==> config.mk <==
export PLATFORM = sky130hd
export DESIGN_NAME = cg_gpio
export DESIGN_NICKNAME = d
export VERILOG_FILES = /design/src/logic/cg_pkg.sv /design/src/logic/cg_channel.sv /design/src/logic/cg_gpio.sv
export VERILOG_INCLUDE_DIRS = /design/src /design/src/logic
export SDC_FILE = /design/constraint.sdc
export NUM_CORES = 1
export LEC_CHECK = 0
export BUFFER_PORTS_ARGS = -buffer_cell sky130_fd_sc_hd__clkbuf_2
export CORE_MARGIN = 2
export CORE_UTILIZATION = 52
export DETAILED_ROUTE_END_ITERATION = 16
export HOLD_SLACK_MARGIN = 0.03
export PLACE_DENSITY = 0.85
export SYNTH_ARGS = -nofsm -noshare
export SYNTH_HDL_FRONTEND = slang
export SYNTH_SLANG_ARGS = --single-unit
==> constraint.sdc <==
create_clock -name ref_clk_in -period 1.8 [get_ports ref_clk_in]
set_clock_uncertainty 0.1 [all_clocks]
set_input_delay 0.09 -clock ref_clk_in [delete_from_list [all_inputs] [get_ports ref_clk_in]]
set_output_delay 0.09 -clock ref_clk_in [all_outputs]
set_load 0.02 [all_outputs]
==> src/logic/cg_defines.svh <==
// Register offsets, reset values and field positions for the configurable GPIO block.
`ifndef CG_DEFINES_SVH
`define CG_DEFINES_SVH
`define CG_ADDR_W 8
`define CG_OFF_CH1_VALUE 8'h00
`define CG_OFF_CH1_DIR 8'h04
`define CG_OFF_CH2_VALUE 8'h08
`define CG_OFF_CH2_DIR 8'h0C
`define CG_OFF_GLOBAL_EN 8'h1C
`define CG_OFF_IRQ_ENABLE 8'h28
`define CG_OFF_IRQ_STATUS 8'h20
`define CG_GLOBAL_EN_BIT 31
`define CG_DEF_WIDTH 32
`define CG_DEF_OUT_RESET 32'h00000000
`define CG_DEF_DIR_RESET 32'hFFFFFFFF
`endif

==> src/logic/cg_pkg.sv <==
// Types shared by the configurable GPIO block.
package cg_pkg;
    typedef struct packed {
        logic [7:0] addr;
        logic [31:0] wdata;
        logic wr;
        logic rd;
    } cg_bus_req_s;
    typedef enum logic {
        CG_IDLE,
        CG_ANSWER
    } cg_rd_state_e;
endpackage : cg_pkg

==> src/logic/cg_channel.sv <==
// One GPIO channel: value and direction registers, pin drive and input capture.
`timescale 1ns/1ps
`include "cg_defines.svh"
module cg_channel #(
    parameter int WIDTH = 32,
    parameter bit INPUTS_ONLY = 1'b0,
    parameter bit OUTPUTS_ONLY = 1'b0,
    parameter logic [31:0] OUT_RESET = 32'h00000000,
    parameter logic [31:0] DIR_RESET = 32'hFFFFFFFF
) (
    input wire logic clk_in,
    input wire logic srst_n_in,
    input wire logic value_wr_in,
    input wire logic dir_wr_in,
    input wire logic [31:0] wdata_in,
    input wire logic [WIDTH-1:0] pin_in,
    output logic [WIDTH-1:0] pin_out,
    output logic [WIDTH-1:0] pin_oe_out,
    output logic [31:0] value_rd_out,
    output logic [31:0] dir_rd_out,
    output logic event_out
);
    logic [WIDTH-1:0] value_q;
    logic [WIDTH-1:0] dir_q;
    logic [WIDTH-1:0] in_q;
    logic [WIDTH-1:0] in_prev_q;
    logic primed_q;
    logic [WIDTH-1:0] in_mask;
    genvar i;
    generate
        for (i = 0; i < WIDTH; i++) begin : g_bit
            always_ff @(posedge clk_in) begin
                if (!srst_n_in) begin
                    value_q[i] <= OUT_RESET[i];
                    dir_q[i] <= DIR_RESET[i];
                end else begin
                    if (value_wr_in && !INPUTS_ONLY) begin
                        value_q[i] <= wdata_in[i];
                    end
                    if (dir_wr_in && !INPUTS_ONLY && !OUTPUTS_ONLY) begin
                        dir_q[i] <= wdata_in[i];
                    end
                end
            end
            // Input-only never drives; output-only always drives; else direction 0 drives.
            assign pin_oe_out[i] = INPUTS_ONLY ? 1'b0 : (OUTPUTS_ONLY ? 1'b1 : !dir_q[i]);
            assign pin_out[i] = INPUTS_ONLY ? 1'b0 : value_q[i];
            // An input-only bit watches its pin whatever its direction bit says.
            assign in_mask[i] = INPUTS_ONLY ? 1'b1 : (OUTPUTS_ONLY ? 1'b0 : dir_q[i]);
        end
    endgenerate
    always_ff @(posedge clk_in) begin
        if (!srst_n_in) begin
            in_q <= '0;
            in_prev_q <= '0;
            primed_q <= 1'b0;
        end else begin
            in_q <= OUTPUTS_ONLY ? '0 : pin_in;
            in_prev_q <= primed_q ? in_q : (OUTPUTS_ONLY ? '0 : pin_in);
            primed_q <= 1'b1;
        end
    end
    // The first sample after reset also loads the previous copy, so reset never fires an event.
    assign event_out = primed_q && ((in_q & in_mask) != (in_prev_q & in_mask));
    always_comb begin
        value_rd_out = '0;
        dir_rd_out = '0;
        for (int k = 0; k < WIDTH; k++) begin
            value_rd_out[k] = INPUTS_ONLY ? in_q[k] :
                (OUTPUTS_ONLY ? value_q[k] : (dir_q[k] ? in_q[k] : value_q[k]));
            dir_rd_out[k] = dir_q[k];
        end
    end
endmodule : cg_channel

==> src/logic/cg_gpio.sv <==
// Top of the configurable GPIO block: register port, two channels and interrupt logic.
`timescale 1ns/1ps
`include "cg_defines.svh"
// Operation
// Channel width parameter, 1 to 32, default 32.
// Input-only option removes output drive.
// Output-only option removes input capture.
// Output value register reset from parameter.
// Direction register reset from parameter, default inputs.
// Dual option adds independent second channel.
// Second channel options apply only when dual.
// Interrupt option builds interrupt logic and registers.
// Direction 1 is input, 0 drives.
// Single clock, active-low synchronous reset.
// Input transition sets status, raises interrupt.
// Input-only channel never enables its outputs.
module cg_gpio #(
    parameter int CH1_WIDTH = `CG_DEF_WIDTH,
    parameter bit CH1_INPUTS_ONLY = 1'b0,
    parameter bit CH1_OUTPUTS_ONLY = 1'b0,
    parameter logic [31:0] CH1_OUT_RESET = `CG_DEF_OUT_RESET,
    parameter logic [31:0] CH1_DIR_RESET = `CG_DEF_DIR_RESET,
    parameter bit SECOND_CHANNEL_PRESENT_CFG = 1'b0,
    parameter int CHAN2_PIN_COUNT_CFG = `CG_DEF_WIDTH,
    parameter bit CH2_INPUTS_ONLY = 1'b0,
    parameter bit CH2_OUTPUTS_ONLY = 1'b0,
    parameter logic [31:0] CH2_OUT_RESET = `CG_DEF_OUT_RESET,
    parameter logic [31:0] CH2_DIR_RESET = `CG_DEF_DIR_RESET,
    parameter bit IRQ_LOGIC_PRESENT_CFG = 1'b0
) (
    input wire logic ref_clk_in,
    input wire logic arst_n_in,
    input wire logic [7:0] addr_in,
    input wire logic [31:0] wdata_in,
    input wire logic wr_in,
    input wire logic rd_in,
    output logic [31:0] rdata_out,
    input wire logic [CH1_WIDTH-1:0] ch1_pin_in,
    output logic [CH1_WIDTH-1:0] ch1_pin_out,
    output logic [CH1_WIDTH-1:0] ch1_pin_oe_out,
    input wire logic [CHAN2_PIN_COUNT_CFG-1:0] ch2_pin_in,
    output logic [CHAN2_PIN_COUNT_CFG-1:0] ch2_pin_out,
    output logic [CHAN2_PIN_COUNT_CFG-1:0] ch2_pin_oe_out,
    output logic irq_out
);
    cg_pkg::cg_bus_req_s req;
    cg_pkg::cg_rd_state_e rd_state_q;
    logic [31:0] rdata_q;
    logic [31:0] rdata_d;
    logic [31:0] ch1_value_rd;
    logic [31:0] ch1_dir_rd;
    logic [31:0] ch2_value_rd;
    logic [31:0] ch2_dir_rd;
    logic [CH1_WIDTH-1:0] ch1_pin_d;
    logic [CH1_WIDTH-1:0] ch1_oe_d;
    logic [CHAN2_PIN_COUNT_CFG-1:0] ch2_pin_d;
    logic [CHAN2_PIN_COUNT_CFG-1:0] ch2_oe_d;
    logic [CH1_WIDTH-1:0] ch1_pin_q;
    logic [CH1_WIDTH-1:0] ch1_oe_q;
    logic [CHAN2_PIN_COUNT_CFG-1:0] ch2_pin_q;
    logic [CHAN2_PIN_COUNT_CFG-1:0] ch2_oe_q;
    logic [1:0] events;
    logic global_en_q;
    logic [1:0] irq_en_q;
    logic [1:0] irq_stat_q;
    logic irq_q;
    logic srst_n;
    logic dual;
    // The reset pin is treated as a synchronous reset sampled by the bus clock.
    assign srst_n = arst_n_in;
    assign dual = SECOND_CHANNEL_PRESENT_CFG;
    assign req.addr = addr_in;
    assign req.wdata = wdata_in;
    assign req.wr = wr_in;
    assign req.rd = rd_in;
    cg_channel #(
        .WIDTH(CH1_WIDTH),
        .INPUTS_ONLY(CH1_INPUTS_ONLY),
        .OUTPUTS_ONLY(CH1_OUTPUTS_ONLY),
        .OUT_RESET(CH1_OUT_RESET),
        .DIR_RESET(CH1_DIR_RESET)
    ) u_ch1 (
        .clk_in(ref_clk_in),
        .srst_n_in(srst_n),
        .value_wr_in(req.wr && req.addr == `CG_OFF_CH1_VALUE),
        .dir_wr_in(req.wr && req.addr == `CG_OFF_CH1_DIR),
        .wdata_in(req.wdata),
        .pin_in(ch1_pin_in),
        .pin_out(ch1_pin_d),
        .pin_oe_out(ch1_oe_d),
        .value_rd_out(ch1_value_rd),
        .dir_rd_out(ch1_dir_rd),
        .event_out(events[0])
    );
    // When the second channel is absent, its parameters are ignored and its writes dropped.
    cg_channel #(
        .WIDTH(CHAN2_PIN_COUNT_CFG),
        .INPUTS_ONLY(CH2_INPUTS_ONLY || !SECOND_CHANNEL_PRESENT_CFG),
        .OUTPUTS_ONLY(CH2_OUTPUTS_ONLY && SECOND_CHANNEL_PRESENT_CFG),
        .OUT_RESET(CH2_OUT_RESET),
        .DIR_RESET(CH2_DIR_RESET)
    ) u_ch2 (
        .clk_in(ref_clk_in),
        .srst_n_in(srst_n),
        .value_wr_in(dual && req.wr && req.addr == `CG_OFF_CH2_VALUE),
        .dir_wr_in(dual && req.wr && req.addr == `CG_OFF_CH2_DIR),
        .wdata_in(req.wdata),
        .pin_in(ch2_pin_in),
        .pin_out(ch2_pin_d),
        .pin_oe_out(ch2_oe_d),
        .value_rd_out(ch2_value_rd),
        .dir_rd_out(ch2_dir_rd),
        .event_out(events[1])
    );
    // Pins are registered once more so every top output comes from a flip-flop.
    always_ff @(posedge ref_clk_in) begin
        if (!srst_n) begin
            ch1_pin_q <= '0;
            ch1_oe_q <= '0;
            ch2_pin_q <= '0;
            ch2_oe_q <= '0;
        end else begin
            ch1_pin_q <= ch1_pin_d;
            ch1_oe_q <= ch1_oe_d;
            ch2_pin_q <= dual ? ch2_pin_d : '0;
            ch2_oe_q <= dual ? ch2_oe_d : '0;
        end
    end
    assign ch1_pin_out = ch1_pin_q;
    assign ch1_pin_oe_out = ch1_oe_q;
    assign ch2_pin_out = ch2_pin_q;
    assign ch2_pin_oe_out = ch2_oe_q;
    always_ff @(posedge ref_clk_in) begin
        if (!srst_n || !IRQ_LOGIC_PRESENT_CFG) begin
            global_en_q <= 1'b0;
            irq_en_q <= 2'h0;
        end else if (req.wr) begin
            if (req.addr == `CG_OFF_GLOBAL_EN) begin
                global_en_q <= req.wdata[`CG_GLOBAL_EN_BIT];
            end
            if (req.addr == `CG_OFF_IRQ_ENABLE) begin
                irq_en_q <= {req.wdata[1] && dual, req.wdata[0]};
            end
        end
    end
    // Writing a one toggles a status bit; a new event in the same cycle still sets it.
    always_ff @(posedge ref_clk_in) begin
        if (!srst_n || !IRQ_LOGIC_PRESENT_CFG) begin
            irq_stat_q <= 2'h0;
        end else begin
            for (int c = 0; c < 2; c++) begin
                if (events[c] && (c == 0 || dual)) begin
                    irq_stat_q[c] <= 1'b1;
                end else if (req.wr && req.addr == `CG_OFF_IRQ_STATUS && req.wdata[c]) begin
                    irq_stat_q[c] <= !irq_stat_q[c];
                end
            end
        end
    end
    always_ff @(posedge ref_clk_in) begin
        if (!srst_n || !IRQ_LOGIC_PRESENT_CFG) begin
            irq_q <= 1'b0;
        end else begin
            irq_q <= global_en_q && ((irq_stat_q & irq_en_q) != 2'h0);
        end
    end
    assign irq_out = irq_q;
    always_comb begin
        rdata_d = 32'h00000000;
        case (req.addr)
            `CG_OFF_CH1_VALUE: rdata_d = ch1_value_rd;
            `CG_OFF_CH1_DIR: rdata_d = ch1_dir_rd;
            `CG_OFF_CH2_VALUE: rdata_d = dual ? ch2_value_rd : 32'h00000000;
            `CG_OFF_CH2_DIR: rdata_d = dual ? ch2_dir_rd : 32'h00000000;
            `CG_OFF_GLOBAL_EN: rdata_d = {global_en_q, 31'h00000000};
            `CG_OFF_IRQ_ENABLE: rdata_d = {30'h00000000, irq_en_q};
            `CG_OFF_IRQ_STATUS: rdata_d = {30'h00000000, irq_stat_q};
            default: rdata_d = 32'h00000000;
        endcase
    end
    // Read data stand only in the cycle after the strobe and are zero otherwise.
    always_ff @(posedge ref_clk_in) begin
        if (!srst_n) begin
            rdata_q <= 32'h00000000;
            rd_state_q <= cg_pkg::CG_IDLE;
        end else begin
            rdata_q <= req.rd ? rdata_d : 32'h00000000;
            case (rd_state_q)
                cg_pkg::CG_IDLE: rd_state_q <= req.rd ? cg_pkg::CG_ANSWER : cg_pkg::CG_IDLE;
                cg_pkg::CG_ANSWER: rd_state_q <= req.rd ? cg_pkg::CG_ANSWER : cg_pkg::CG_IDLE;
                default: rd_state_q <= cg_pkg::CG_IDLE;
            endcase
        end
    end
    assign rdata_out = rdata_q;

    a_irq_follows: assert property (@(posedge ref_clk_in) disable iff (!srst_n)
        irq_q |-> $past(global_en_q) && ($past(irq_stat_q & irq_en_q) != 2'h0))
        else $error("interrupt without enabled status");
    a_irq_absent: assert property (@(posedge ref_clk_in) disable iff (!srst_n)
        !IRQ_LOGIC_PRESENT_CFG |-> !irq_q && irq_stat_q == 2'h0)
        else $error("interrupt present although not built");
    a_event_sets: assert property (@(posedge ref_clk_in) disable iff (!srst_n)
        IRQ_LOGIC_PRESENT_CFG && events[0] |=> irq_stat_q[0])
        else $error("channel one event lost");
    a_ch2_quiet: assert property (@(posedge ref_clk_in) disable iff (!srst_n)
        !dual |-> ch2_oe_q == '0 && irq_stat_q[1] == 1'b0)
        else $error("second channel active while absent");
    a_inonly_oe: assert property (@(posedge ref_clk_in) disable iff (!srst_n)
        (!CH1_INPUTS_ONLY || ch1_oe_q == '0) && (!CH2_INPUTS_ONLY || ch2_oe_q == '0))
        else $error("input-only channel drives");
    a_outonly_oe: assert property (@(posedge ref_clk_in) disable iff (!srst_n)
        CH1_OUTPUTS_ONLY && !CH1_INPUTS_ONLY |=> ch1_oe_q == '1)
        else $error("output-only channel not driving");
    a_dir_drive: assert property (@(posedge ref_clk_in) disable iff (!srst_n)
        !CH1_INPUTS_ONLY && !CH1_OUTPUTS_ONLY |=> ch1_oe_q == CH1_WIDTH'(~$past(ch1_dir_rd)))
        else $error("pin enable does not follow direction");
    a_reset_dir: assert property (@(posedge ref_clk_in)
        !srst_n |=> ch1_dir_rd == 32'(CH1_DIR_RESET[CH1_WIDTH-1:0]))
        else $error("direction reset value wrong");
    a_rd_once: assert property (@(posedge ref_clk_in) disable iff (!srst_n)
        rd_state_q == cg_pkg::CG_IDLE |-> rdata_q == 32'h00000000)
        else $error("read data outside answer cycle");
    c_irq_raised: cover property (@(posedge ref_clk_in) disable iff (!srst_n) $rose(irq_q));
    c_status_clear: cover property (@(posedge ref_clk_in) disable iff (!srst_n) $fell(irq_stat_q[0]));
    c_pin_driven: cover property (@(posedge ref_clk_in) disable iff (!srst_n) ch1_oe_q != '0);
endmodule : cg_gpio

* Word-level counts from Yosys, hierarchy flattened
Cells that the tools add are included.
** Storage, ports and cells
- Register bits :: 192
- Bits of input ports :: 108
- Output and inout port bits :: 161
- Logic and storage cells :: 138
** Operators by class
- Eq/ne operators :: 1
- Mux-type cells :: 33
- Reductions and logical operators :: 36
** Operator list (count)
- $pmux 32 s2 :: 1
- $logic_not 1->1 :: 32
- $mux 1 :: 32
- $eq 8x3->1 const B :: 1
- $logic_not 8->1 :: 1
- $logic_and 1x1->1 :: 2
- $reduce_and 2->1 :: 1

* Longest topological paths before layout
- Word-level depth :: 2
- Depth in mapped cells :: 5
- Gate-level depth less buffers :: 3

* Cells and area by module
From an unflattened synthesis, not the netlist that was laid out.
** Second synthesis, totals
- Cell total of the unflattened synthesis :: 817
- Area total of the unflattened synthesis :: 8707.1 um2
** Modules (own cells, without submodules)
- cg_channel :: instances 1, cells each 498, area an instance 5208.7 um2, sequential area each 2582.5 um2
- cg_gpio :: instances 1, cells each 319, area an instance 3498.4 um2, sequential area each 1921.8 um2

* Worst setup path after synthesis
No wires, ideal clock.
- Kind :: input-to-reg
- Start :: input addr_in[5]
- End :: register u_ch1.dir_q[0] (netlist: u_ch1.dir_rd_out[0])
- Library setup time :: 0.122 ns
- Arrival :: 0.976 ns
- Data required time :: 1.578 ns
- Setup slack :: 0.602 ns
- Cell stages on the path :: 4
- Buffers on the path :: 1
- Cell sequence :: nor4_4 -> nand4_4 -> buf_6 -> mux2i_1
** Between the ends
- Longest elaborated chain between the ends :: 2
** RTL lines
- from (decl) :: RTL line cg_gpio.sv:33 : input wire logic [7:0] addr_in,
- $eq 8x3->1
- $logic_and 1x1->1 (no line)
- to (signal, indexed assignment) :: RTL line cg_channel.sv:35 : dir_q[i] <= DIR_RESET[i];
- to (signal, indexed assignment) :: RTL line cg_channel.sv:41 : dir_q[i] <= wdata_in[i];
- to (decl) :: RTL line cg_channel.sv:24 : logic [WIDTH-1:0] dir_q;
Every way passes these cells.
A chain may end at the register's enable or synchronous reset.

==> flow_summary.ini <==
[clock_tree]
clock-sinks = 192
insertion_delay_ps = 420
post_cts_buffers = 0
cts-root-buf = clkbuf_16
htree_levels = 4
clockBufferDepth = 2
cts_buffers = 17
cts_tree = yes
clkTransAtPathRegs_ps = 70

[timing]
finalHoldViolCount = 0
min_period_over_period_pct = 98.9
postLayoutSetupSlackWorst_ps = 19.3
drv_slew = 0
setup_tns_ps = 0
fmaxAchievable_ghz = 0.562
rsz0062_at_grt = no
setup_viol = 0
finalCriticalPeriod_ps = 1780

[die]
initial_core_util_pct = 53.5
die_x_um = 118
die-area_um2 = 14000
core_area_um2 = 12700
row_count = 41
die_height_um = 118
io_pins = 269

[detailed_routing]
drtIter0Drc = 258
vias = 5001
drcViolationCount = 0
antenna_left = 0
avgRoutedWirePerCell_um = 14.2
drtPass1Iterations = 4
drt-vias-per-instance = 4.65
routed_wl_um = 15300

[grt]
grt_pass1_vias = 5022
track_usage_pct = 22.2
antenna_found_initial = 0
grt-ovfl-total = 0
grt_max_degree = 56
grt_pass1_wl_um = 24500

[worst_setup_path]
r2r_start = u_ch1.pin_out[30]
crit_required_ps = 2060
critical_path_class = in2reg
crit_chain = dlygate4sd3_1 -> clkbuf_2 -> nand2_1 -> dlygate4sd3_1 -> mux2i_1 -> dlygate4sd3_1
crit_slowest_cell = dlygate4sd3_1
arrival_ps = 2040
worstPathMaxFanout = 2
cp-startpoint = wdata_in[30]
worst_path_most_repeated_cell = dlygate4sd3_1
cp_slowest_stage_delay_ps = 570
worstSetupEndpointType = flop
cp-start-kind = input port

[hold_path]
hp-class = in2reg
min_from = arst_n_in

[logic_synthesis]
yosysSeqAreaShare_pct = 56.4
ys_async_sr_fraction_pct = 0
yosys.area.top_type = dfxtp_1
netlist_area_um2 = 6810
yosysMostFrequentCell = dfxtp_1
synth-edff-count = 0
yosysWarnings = 0
yosys.area.top_type_share_pct = 56.4
synth_commonest_cells = dfxtp_1 (192), buf_4 (65), mux2i_1 (64), nand2_1 (64), nor2b_1 (64)
yosys-top-cells-area = dfxtp_1 (56%), mux2i_1 (9.4%), buf_4 (7.2%)
synth_cells = 650
synth_seq_cells = 192
ys_types = 20
syn_avg_cell_area_um2 = 10.5
synthFlopType = dfxtp_1

[final_layout]
final_nets = 998
finalNonFillerCells = 1075
drive_above_1_share_pct = 27.4
num_antenna_cells = 0
area_delta_synth_final_pct = 31.5

[place]
place_ws_ps = 292
port_buffers = 171
dpl.hpwl_um = 9040
dp.cells = 967
gp_congestion = 0.755

[pwr]
p_leak_nw = 4.68
total_power_mw = 8.70
p_per_area_nw_per_um2 = 972
vdd.ir_drop.worst_v = 0.000747

[status]
status = finished, final reports clean

[flow_run]
cap_violations = 0
layer usage:
metal | global-route usage, % | vias to the layer above | wire length (um)
met4 | 10.4 | 0 | 428
met1 | 23.6 | 2343 | 5940
met3 | 5.07 | 32 | 961
met5 | 0 | - | 0
met2 | 41.2 | 194 | 7930
li1 | - | 2432 | -
kinds of logic after synthesis:
kind of cell	Yosys count	synth area share [%]
simple gates	198	17.8
mux	64	9.41
other cells	1	0.0551
flops	192	56.4
compound gates	64	4.70
buf+inv	131	11.6
registers in the layout, summed over array words and instances (netlist names):
signal,cells
ch1_pin_oe_out,32
u_ch1.dir_rd_out,32
rdata_out,32
ch1_pin_out,32
u_ch1.pin_out,32
u_ch1.in_q,32
power by group:
| part | internal (mW) | switching (mW) | leakage, nW | total (mW) |
|---|---|---|---|---|
| combinational | 0.251 | 0.307 | 2.83 | 0.559 |
| clock | 2.27 | 1.58 | 0.293 | 3.85 |
| sequential | 4.29 | 0.0105 | 1.56 | 4.30 |
| total | 6.81 | 1.89 | 4.68 | 8.70 |
placed cells by master, fill, tap and decap left out, types with 2 or more instances in the layout:
cell type	n
conb_1	65
clkbuf_8	2
nor2b_1	64
clkinvlp_4	3
buf_12	4
clkbuf_16	17
nand2_1	64
bufinv_16	3
dlygate4sd3_1	74
clkinv_4	2
and2_1	32
o21ai_0	32
inv_6	2
dfxtp_1	192
buf_4	6
mux2i_1	64
clkinv_2	2
inv_1	32
clkbuf_2	170
or3b_2	32
a21oi_1	32
dlymetal6s4s_1	2
worst max-delay path: cells and delay by family:
family	cells	cell delay [ps]
buffers and inverters	4	1770
muxes	1	130
and+or+nand+nor	1	50
per-stage QoR:
stage	cell area, um2	hold slack, ps	util, %
finish	8950	68.5	70.4
global route	8950	62.5	70.4
CTS	8990	56.8	70.7
detailed placement	7570	200	59.5
global placement	7570	198	59.5
floorplan	7050	117	-
worst paths after layout:
| kind | endpoint | slack, ps | cells after the start |
|---|---|---|---|
| max reg2reg | u_ch1.pin_out[30] | 520 | 3 |
| max | u_ch1.pin_out[30] | 20 | 6 |
| min | u_ch1.dir_rd_out[31] | 70 | 3 |
| min reg2reg | ch1_pin_oe_out[11] | 340 | 1 |
cell type report:
cell class,instances,area [um2]
Timing Repair Buffer,256,1740
Clock inverter,12,158
Sequential cell,192,3840
Clock buffer,20,457
Fill cell,923,3770
Tap cell,172,215
Inverter,32,120
Multi-Input combinational cell,391,2420
what timing repair did:
item                                    CTS  global route
endpoints found under the hold margin   107             0
hold buffers                             80             0
resized for setup                         0             2
endpoints found under the setup margin    0             6
Note: power is estimated with default switching activity, not from simulation.
